$ cat src/include/dac_pkg.sv
package dac_pkg;

  localparam int WORD_BITS  = 16;
  localparam int CODE_BITS  = 12;
  localparam int DATA_BITS  = 10;
  localparam int CHANNELS   = 4;
  localparam int SYNC_BITS  = 5;

  // Field positions inside the shifted word
  localparam int NIBBLE_MSB = 15;
  localparam int NIBBLE_LSB = 12;
  localparam int ADDR_MSB   = 15;
  localparam int ADDR_LSB   = 14;
  localparam int CODE_MSB   = 11;

  // Synchroniser bit positions
  localparam int SYNC_SCLK  = 0;
  localparam int SYNC_CS    = 1;
  localparam int SYNC_DIN   = 2;
  localparam int SYNC_CLR   = 3;
  localparam int SYNC_LOCK  = 4;

  // Synchroniser value after reset: idle level of every pin
  localparam logic [SYNC_BITS-1:0] SYNC_RESET = 5'h1A;

  // Address and command nibbles
  localparam logic [3:0] CMD_NOP       = 4'h0;
  localparam logic [3:0] CMD_UPDATE    = 4'h4;
  localparam logic [3:0] CMD_LOAD_ALL  = 4'h8;
  localparam logic [3:0] CMD_SHUTDOWN  = 4'hC;
  localparam logic [3:0] CMD_USER_LO   = 4'h2;
  localparam logic [3:0] CMD_USER_HI   = 4'h6;
  localparam logic [3:0] CMD_EDGE_RISE = 4'hE;
  localparam logic [3:0] CMD_EDGE_FALL = 4'hA;
  localparam logic [1:0] CMD_LOAD_IN   = 2'h1;
  localparam logic [1:0] CMD_LOAD_UPD  = 2'h3;

  // Values after reset or clear
  localparam logic [15:0] SHIFT_RESET = 16'h0000;
  localparam logic [11:0] CODE_RESET  = 12'h0000;
  localparam logic        USER_RESET  = 1'b0;
  localparam logic        MODE_RESET  = 1'b0;

  // Settling wait owed by the host after power-up or shutdown exit
  localparam real SETTLE_US     = 20.0;
  localparam real CLOCK_MHZ     = 40.0;
  localparam int  SETTLE_CYCLES = int'(SETTLE_US * CLOCK_MHZ);

  typedef logic [CHANNELS-1:0][CODE_BITS-1:0] codes_t;

  typedef struct packed {
    logic [SYNC_BITS-1:0] stage1;
    logic [SYNC_BITS-1:0] stage2;
  } sync_t;

  typedef struct packed {
    logic                 serial_clock;
    logic                 chip_select_n;
    logic                 serial_data_in;
    logic                 clear_all_n;
    logic                 shutdown_lockout_n;
  } pins_t;

  typedef struct packed {
    logic                 amplifier_enable;
    logic                 reference_pair_one;
    logic                 reference_pair_two;
  } analog_ctl_t;

  typedef struct packed {
    logic [WORD_BITS-1:0] shift;
    codes_t               input_reg;
    codes_t               conv_reg;
    logic                 user_out;
    logic                 dout;
    logic                 msb_hold;
    logic                 mode_rising;
    logic                 shutdown;
    logic                 sclk_prev;
    logic                 cs_prev;
  } state_t;

endpackage : dac_pkg

$ cat src/verilog/pin_sync.sv
`timescale 1ns/10ps
module pin_sync (
  input  wire logic                          clock,
  input  wire logic                          reset,
  input  wire logic [dac_pkg::SYNC_BITS-1:0] async_in,
  output logic      [dac_pkg::SYNC_BITS-1:0] sync_out
);

  dac_pkg::sync_t state_q;
  dac_pkg::sync_t state_d;

  always_comb begin
    state_d.stage1 = async_in;
    state_d.stage2 = state_q.stage1;
  end

  always_ff @(posedge clock) begin
    if (reset) begin
      state_q <= {dac_pkg::SYNC_RESET, dac_pkg::SYNC_RESET};
    end else begin
      state_q <= state_d;
    end
  end

  assign sync_out = state_q.stage2;

endmodule : pin_sync

$ cat src/verilog/quad_dac_serial_control.sv
`timescale 1ns/10ps
// Functional notes
// - Clear low zeroes registers and outputs, except the analog enables, which go high
// - Chip select low enables serial interface
// - Lockout low blocks software shutdown
// - One 16-bit shift register in and out
// - Input then converter register per channel
// - Code is ten data plus two sub-bits
// - Nibble 1100 enters shutdown if unlocked
// - Shutdown floats amplifiers and both references
// - Serial interface keeps working during shutdown
// - Input registers survive shutdown
// - Update or load-all commands leave shutdown
// - Three write paths by command
// - MSB first: address, command, data, sub-bits
// - Nibble decode for special commands
// - Shift on clock rise, act on select rise
// - Output lags 16.5 or 16 cycles by mode
module quad_dac_serial_control (
  input  wire logic                 clock,
  input  wire logic                 reset,
  input  wire dac_pkg::pins_t       pins,
  output logic                      serial_data_out,
  output logic                      user_logic_output,
  output logic                      shutdown_active,
  output logic                      dout_rising_mode,
  output dac_pkg::analog_ctl_t      analog_ctl,
  output dac_pkg::codes_t           converter_code
);

  dac_pkg::state_t               state_q;
  dac_pkg::state_t               state_d;
  logic [dac_pkg::SYNC_BITS-1:0] pins_raw;
  logic [dac_pkg::SYNC_BITS-1:0] pins_sync;
  logic                          sclk_s;
  logic                          cs_n_s;
  logic                          din_s;
  logic                          clear_n_s;
  logic                          lockout_n_s;
  logic                          sclk_rise;
  logic                          sclk_fall;
  logic                          cs_rise;
  logic [3:0]                    nibble;
  logic [1:0]                    addr;
  logic [dac_pkg::CODE_BITS-1:0] word_code;

  function automatic dac_pkg::codes_t fill_all(input logic [dac_pkg::CODE_BITS-1:0] code);
    dac_pkg::codes_t all;
    for (int i = 0; i < dac_pkg::CHANNELS; i++) begin
      all[i] = code;
    end
    return all;
  endfunction : fill_all

  assign pins_raw[dac_pkg::SYNC_SCLK] = pins.serial_clock;
  assign pins_raw[dac_pkg::SYNC_CS]   = pins.chip_select_n;
  assign pins_raw[dac_pkg::SYNC_DIN]  = pins.serial_data_in;
  assign pins_raw[dac_pkg::SYNC_CLR]  = pins.clear_all_n;
  assign pins_raw[dac_pkg::SYNC_LOCK] = pins.shutdown_lockout_n;

  pin_sync u_sync (
    .clock    (clock),
    .reset    (reset),
    .async_in (pins_raw),
    .sync_out (pins_sync)
  );

  assign sclk_s      = pins_sync[dac_pkg::SYNC_SCLK];
  assign cs_n_s      = pins_sync[dac_pkg::SYNC_CS];
  assign din_s       = pins_sync[dac_pkg::SYNC_DIN];
  assign clear_n_s   = pins_sync[dac_pkg::SYNC_CLR];
  assign lockout_n_s = pins_sync[dac_pkg::SYNC_LOCK];

  // Edges from synchronised levels
  assign sclk_rise = sclk_s & ~state_q.sclk_prev & ~cs_n_s;
  assign sclk_fall = ~sclk_s & state_q.sclk_prev & ~cs_n_s;
  assign cs_rise   = cs_n_s & ~state_q.cs_prev;

  // Word layout, MSB first
  assign nibble    = state_q.shift[dac_pkg::NIBBLE_MSB:dac_pkg::NIBBLE_LSB];
  assign addr      = state_q.shift[dac_pkg::ADDR_MSB:dac_pkg::ADDR_LSB];
  assign word_code = state_q.shift[dac_pkg::CODE_MSB:0];

  always_comb begin
    state_d           = state_q;
    state_d.sclk_prev = sclk_s;
    state_d.cs_prev   = cs_n_s;
    if (!clear_n_s) begin
      state_d.shift       = dac_pkg::SHIFT_RESET;
      state_d.input_reg   = fill_all(dac_pkg::CODE_RESET);
      state_d.conv_reg    = fill_all(dac_pkg::CODE_RESET);
      state_d.user_out    = dac_pkg::USER_RESET;
      state_d.dout        = 1'b0;
      state_d.msb_hold    = 1'b0;
      state_d.mode_rising = dac_pkg::MODE_RESET;
      state_d.shutdown    = 1'b0;
    end else begin
      // Shifting continues regardless of shutdown
      if (sclk_rise) begin
        state_d.msb_hold = state_q.shift[dac_pkg::WORD_BITS-1];
        state_d.shift    = {state_q.shift[dac_pkg::WORD_BITS-2:0], din_s};
        if (state_q.mode_rising) begin
          state_d.dout = state_q.shift[dac_pkg::WORD_BITS-1];
        end
      end
      if (sclk_fall && !state_q.mode_rising) begin
        state_d.dout = state_q.msb_hold;
      end
      if (cs_rise) begin
        if (nibble[1:0] == dac_pkg::CMD_LOAD_IN) begin
          state_d.input_reg[addr] = word_code;
        end else if (nibble[1:0] == dac_pkg::CMD_LOAD_UPD) begin
          state_d.input_reg[addr] = word_code;
          state_d.conv_reg        = state_d.input_reg;
        end else begin
          unique case (nibble)
            dac_pkg::CMD_UPDATE: begin
              state_d.conv_reg = state_q.input_reg;
              state_d.shutdown = 1'b0;
            end
            dac_pkg::CMD_LOAD_ALL: begin
              state_d.input_reg = fill_all(word_code);
              state_d.conv_reg  = fill_all(word_code);
              state_d.shutdown  = 1'b0;
            end
            dac_pkg::CMD_SHUTDOWN: begin
              if (lockout_n_s) begin
                state_d.shutdown = 1'b1;
              end
            end
            dac_pkg::CMD_USER_LO: begin
              state_d.user_out = 1'b0;
            end
            dac_pkg::CMD_USER_HI: begin
              state_d.user_out = 1'b1;
            end
            dac_pkg::CMD_EDGE_RISE: begin
              state_d.mode_rising = 1'b1;
              state_d.conv_reg    = state_q.input_reg;
            end
            dac_pkg::CMD_EDGE_FALL: begin
              state_d.mode_rising = 1'b0;
              state_d.conv_reg    = state_q.input_reg;
            end
            dac_pkg::CMD_NOP: begin
            end
            default: begin
            end
          endcase
        end
      end
    end
  end

  always_ff @(posedge clock) begin
    if (reset) begin
      state_q             <= '0;
      state_q.sclk_prev   <= 1'b0;
      state_q.cs_prev     <= 1'b1;
      state_q.mode_rising <= dac_pkg::MODE_RESET;
      state_q.user_out    <= dac_pkg::USER_RESET;
    end else begin
      state_q <= state_d;
    end
  end

  assign serial_data_out                = state_q.dout;
  assign user_logic_output              = state_q.user_out;
  assign shutdown_active                = state_q.shutdown;
  assign dout_rising_mode               = state_q.mode_rising;
  assign converter_code                 = state_q.conv_reg;
  assign analog_ctl.amplifier_enable    = ~state_q.shutdown;
  assign analog_ctl.reference_pair_one  = ~state_q.shutdown;
  assign analog_ctl.reference_pair_two  = ~state_q.shutdown;

endmodule : quad_dac_serial_control
$ cat config.mk
export PLATFORM = sky130hd
export DESIGN_NAME = quad_dac_serial_control
export DESIGN_NICKNAME = d
export VERILOG_FILES = /design/src/include/dac_pkg.sv /design/src/verilog/pin_sync.sv /design/src/verilog/quad_dac_serial_control.sv
export SDC_FILE = /design/constraint.sdc
export NUM_CORES = 1
export LEC_CHECK = 0
export BUFFER_PORTS_ARGS = -buffer_cell sky130_fd_sc_hd__buf_2
export CAP_MARGIN = 20
export CORE_UTILIZATION = 28
export DETAILED_ROUTE_END_ITERATION = 10
export PLACE_DENSITY = 0.5
export SYNTH_ARGS = -nofsm -noshare
export SYNTH_HDL_FRONTEND = slang
export SYNTH_SLANG_ARGS = --single-unit
export TNS_END_PERCENT = 5
$ cat constraint.sdc
create_clock -name clock -period 2 [get_ports clock]
set_clock_uncertainty 0.05 [all_clocks]
set_input_delay 0.5 -clock clock [delete_from_list [all_inputs] [get_ports clock]]
set_output_delay 0.5 -clock clock [all_outputs]
set_load 0.02 [all_outputs]
==> metrics.yaml, run 1 <==
crit_required_ns: 2.25
die_x_um: 153
htreeDepth: 4
synth.distinct_cells: 44
final_antenna_net_count: 0
clock-sinks: 129
maxCapViolations: 0
leakage_nw: 2.76
drc: 0
nFillCells: 2368
synth_cells: 768
drtIter0Drc: 417
crit_type: "reg2reg"
tightest_slew_ns: 0.678
yosys.area.top_type_share_pct: 40.2
ys_ff_latch: 129
cts_buffers: 17
tritoncts: "yes"
first_pass_iters: 5
post-cts-setup-buffers: 0
rrSetupSlack_ns: 0.13
power_density_mw_per_mm2: 801
yosys.area.top_type: "dfxtp_1"
yosysWarnings: 0
place_area_sq_mm: 0.00675
fin_nets: 780
synth_ff_type: "dfxtp_1"
wl_per_cell_um: 16.5
gr-total-overflow: 0
status: "finished, final reports clean"
fin_crit_sh_pct: 93.5
clkLatencyLatePin_ns: 0.42
globalRouteTotalUtil_pct: 15.2
cts_root_buf: "clkbuf_16"
area_growth_pct: 14.5
synth_commonest_cells: "dfxtp_1 (129), nand2_1 (107), a21oi_1 (84), mux2i_1 (62), buf_4 (58)"
finalCoreUtilization_pct: 32.6
syn_nets: 775
grt_pass1_wl_mm: 27.8
grt_pass1_vias: 4878
dp_hpwl_mm: 11.0
core.rowCount: 55
grt_setup_unrepaired: "false"
synth_area_leaders: "dfxtp_1 (40%), mux2i_1 (9.7%), buf_4 (6.8%), a21oi_1 (6.5%), nand2_1 (6.3%)"
die_y_um: 153
synth.most_common_cell: "dfxtp_1"
io_buffer_count: 61
grt_max_degree: 81
postCtsHoldBufs: 0
crit_path_max_fanout: 12
fin_tns_setup_ns: 0
core_sq_mm: 0.0226
start_util_pct: 28.5
synth-edff-count: 0
vias: 5396
irDropWorstVdd_mv: 0.596
antenna_found_initial: 0
seq_area_frac_synth_pct: 40.2
clkSlewWorstSetupHoldPaths_ns: 0.06
layout_min_cycle_time_ns: 1.87
cp.arrival_ns: 2.12
syn_area_sq_mm: 0.00642
final-max-slew-violation-count: 0
async_flop_share_pct: 0
clk_path_buf_depth: 2
hold_violations: 0
maxSlewHeadroom_pct: 54.7
min_path_type: "in2reg"
layout-drive-gt1-share_pct: 22.4
via_per_inst: 5.04
dieArea_sq_mm: 0.0236
ctsResizeCount: 0
wirelength_mm: 17.7
synth.avg_cell_area_sq_um: 8.37
place_congestion: 0.779
cp-start-kind: "flip-flop"
finalSetupViolCount: 0
design_area_sq_mm: 0.00735
fmax_mhz: 535
io_pins: 62
diodes: 0
end_kind: "flip-flop"
-- cell type report --
class,count,area (sq um),area share (%)
flip-flops and latches,129,2580,35.1
clock buffers,18,439,5.97
well taps,285,357,4.85
repair buffers,112,738,10.0
inverters,3,11.3,0.153
multi-input cells,510,3060,41.7
clock inverters,13,161,2.19
-- cells in the final DEF, fill, tap and decap left out, types with 13 or more instances in the layout --
master	n
dfxtp_1	128
nand2_1	107
a21oi_1	84
mux2i_1	62
buf_2	61
buf_4	47
nor2_1	46
o21ai_0	38
o22ai_1	33
nand2b_1	25
o2111ai_1	23
clkbuf_16	17
nand3_1	14
o21ai_1	13
-- worst max-delay path, cell delays in order (launching register included) --
cell and delay (ns):
dfxtp_1 0.61, or2_1 0.19, buf_4 0.12, nand2_1 0.30, o2111ai_1 0.40, o21ai_1 0.09
-- routing by layer --
metal	up-vias	share of wire, %	track usage [%]
li1	2632	-	-
met1	2623	49	21.3
met2	124	45	23.1
met3	17	4.6	3.20
met4	0	1.3	4.76
met5	-	0	0
-- per-stage QoR --
stage	worst slack, ns	std cells	hold slack, ns	power (mW)
2_1_floorplan	0.419	768	0.339	2.70
3_3_place_gp	0.138	1039	0.344	2.74
3_5_place_dp	0.165	1039	0.345	2.74
4_1_cts	0.155	1070	0.190	5.94
5_1_grt	0.00392	1070	0.191	6.09
6_report	0.131	1070	0.205	5.89
-- power by group --
part | switching (mW) | total [mW] | internal (mW)
Combinational | 0.0683 | 0.0978 | 0.0296
Sequential | 0.00475 | 2.58 | 2.58
Clock | 1.22 | 3.20 | 1.98
-- logic make-up (layout without fill, tap and decap cells) --
group,Yosys count,count (layout),synth area share [%]
xor gates and xnor gates,1,1,0.136
and+or+nand+nor,219,219,15.4
AOI/OAI and AO/OA,216,216,20.4
muxes,74,74,11.8
DFF,129,129,40.2
buffers and inverters,129,146,12.2
-- registers in the layout (all words and copies together) (netlist names) --
| signal | count |
|---|---|
| u_sync.state_d | 5 |
| u_sync.sync_out | 5 |
| addr | 2 |
| serial_data_out | 1 |
| user_logic_output | 1 |
| converter_code | 48 |
| nibble | 2 |
| state_q | 63 |
| dout_rising_mode | 1 |
| shutdown_active | 1 |
-- final timing paths --
| path | startpoint | cells past startpoint | end |
|---|---|---|---|
| max | addr[1] | 5 | converter_code[43] |
| min | pins[3] | 2 | u_sync.state_d[1] |
| max reg2reg | addr[1] | 5 | converter_code[43] |
| min reg2reg | u_sync.state_d[1] | 1 | u_sync.sync_out[1] |
Note: power is estimated with default switching activity, not from simulation.
==> run 2, diff against run 1 <==
==> constraint.sdc (replaced) <==
create_clock -name clock -period 2 [get_ports clock]
set_clock_uncertainty 0.05 [all_clocks]
set_input_delay 0.3 -clock clock [delete_from_list [all_inputs] [get_ports clock]]
set_output_delay 0.3 -clock clock [all_outputs]
set_load 0.02 [all_outputs]
==> metrics.yaml, run 2 (synthesized netlist as in run 1, its figures left out) <==
regMostFlops: "state_q"
wirelength_mm: 17.4  # -1.7%
fmax_mhz: 556  # +3.9%
clkSlewWorstSetupHoldPaths_ns: 0.05  # about the same
first_pass_iters: 5  # unchanged
fin_tns_setup_ns: 0  # unchanged
cp.arrival_ns: 2.10  # -0.02 ns
io_buffer_count: 61  # unchanged
tightest_slew_ns: 0.676  # -0.00225 ns
maxCapViolations: 0  # unchanged
place_congestion: 0.777  # -0.22%
final-max-slew-violation-count: 0  # unchanged
min_path_type: "in2reg"
grt_max_degree: 44  # -46%
final_cell_mix: "dfxtp_1 (127), nand2_1 (106), a21oi_1 (84), mux2i_1 (62), buf_2 (61)"
whs_ns: 0.0345  # -0.171 ns
die_x_um: 153  # unchanged
total_power_mw: 5.54  # -5.9%
pwr-share-comb_pct: 1.9  # +0.2 points
layout_min_cycle_time_ns: 1.80  # -0.0702 ns
grt_pass1_vias: 4998  # +2.5%
start_util_pct: 28.5  # unchanged
crit_path_max_fanout: 10  # -2
globalRouteTotalUtil_pct: 15.4  # +0.27 points
wl_per_cell_um: 16.2  # -1.8%
tritoncts: "yes"
hold_violations: 0  # unchanged
holdPathStages: 2  # unchanged
fin_crit_sh_pct: 90.0  # -3.5 points
maxSlewHeadroom_pct: 54.9  # +0.15 points
pwr-share-clk_pct: 51.5  # -2.9 points
area_growth_pct: 14.4
diodes: 0  # unchanged
vias: 5371  # -0.46%
reg2regPathDepth: 7  # +2
core_sq_mm: 0.0226  # unchanged
final_antenna_net_count: 0  # unchanged
dp_hpwl_mm: 11.0  # -0.15%
antenna_found_initial: 0  # unchanged
finalSetupViolCount: 0  # unchanged
cp-start-kind: "flip-flop"
drc: 0  # unchanged
p_switching_mw: 1.19  # -7.8%
cts_buffers: 17  # unchanged
clock-sinks: 129  # unchanged
grt_setup_unrepaired: "false"
internal_power_mw: 4.35  # -5.3%
power_density_mw_per_mm2: 754  # -5.8%
via_per_inst: 5.01  # -0.56%
htreeDepth: 4  # unchanged
leakage_nw: 2.77  # +0.36%
cts_root_buf: "clkbuf_16"
grt_pass1_wl_mm: 28.1  # +1.4%
end_kind: "flip-flop"
crit_required_ns: 2.30  # +0.05 ns
layout_commonest_cell: "dfxtp_1"
layout-drive-gt1-share_pct: 21.9  # -0.54 points
irDropWorstVdd_mv: 0.478  # -20%
status: "finished, final reports clean"
clkLatencyLatePin_ns: 0.42  # about the same
seq_power_share_pct: 46.7  # +2.8 points
io_pins: 62  # unchanged
drtIter0Drc: 318  # -24%
dieArea_sq_mm: 0.0236  # unchanged
fin_nets: 781  # +0.13%
clk_path_buf_depth: 2  # unchanged
largest_reg_flops: 63  # unchanged
p_sw_share_pct: 21.6  # -0.45 points
crit_type: "reg2reg"
core.rowCount: 55  # unchanged
gr-total-overflow: 0  # unchanged
die_y_um: 153  # unchanged
run 2: cell types whose count changed in the layout (fill, tap and decap cells not counted), moves of 2 or more:
cell,before,now
clkinvlp_4,7,1
clkbuf_8,1,5
bufinv_16,3,0
buf_4,47,42
clkbuf_1,0,4
dlygate4sd3_1,0,3
buf_12,4,7
clkinv_2,2,4
run 2: timing repair:
action	CTS	global route
hold buffers	3	0
hold endpoints to repair	3	0
endpoints found under the setup margin	0	3
resized for setup	0	2
setup buffers	0	0
run 2: final timing paths:
check / start / to / slack [ns]
max: nibble[0] / converter_code[4] / 0.20
min: pins[4] / u_sync.state_d[0] / 0.03
max reg2reg: nibble[0] / converter_code[4] / 0.20
min reg2reg: u_sync.state_d[1] / u_sync.sync_out[1] / 0.36
run 2: cell type report:
cell class                 count  area [sq um]
fill                        2418         15200
multi-input combinational    510          3070
sequential                   129          2580
timing repair buffer         113           791
clock buffer                  26           509
tap                          285           357
clock inverter                 5          27.5
inverter                       3          11.3
run 2: per-stage QoR:
stage	cell area, sq um	worst slack [ns]	util (%)	instances
global placement	6780	0.172	30.0	1037
CTS	7340	0.154	32.5	1071
detailed placement	6780	0.153	30.0	1037
global route	7350	0.00812	32.5	1071
floorplan	6420	0.419	-	768
finish	7350	0.201	32.5	1071
run 2: worst max-delay path, cell delays in order, from the launching register on:
cell and delay [ns]:
dfxtp_1 0.37, buf_4 0.19, nor3_2 0.17, nand2_1 0.14
a31oi_4 0.24, buf_4 0.23, o2111ai_1 0.15, a21oi_1 0.18
run 2: per-layer routing:
metal  GRT usage (%)  up-vias  share of wire [%]
met5               0        -                  0
met4            6.05        0                1.9
met3            3.63       23                4.2
met2            24.6      136                 46
met1            20.1     2566                 48
li1                -     2646                  -
run 2: power by group through the flow:
stage / Combinational (mW) / Clock, mW / Sequential (mW)
6_report: 0.103 / 2.85 / 2.59
3_5_place_dp: 0.0993 / 0 / 2.64
2_1_floorplan: 0.0565 / 0 / 2.64
4_1_cts: 0.104 / 2.92 / 2.59
5_1_grt: 0.112 / 3.05 / 2.59
3_3_place_gp: 0.100 / 0 / 2.64
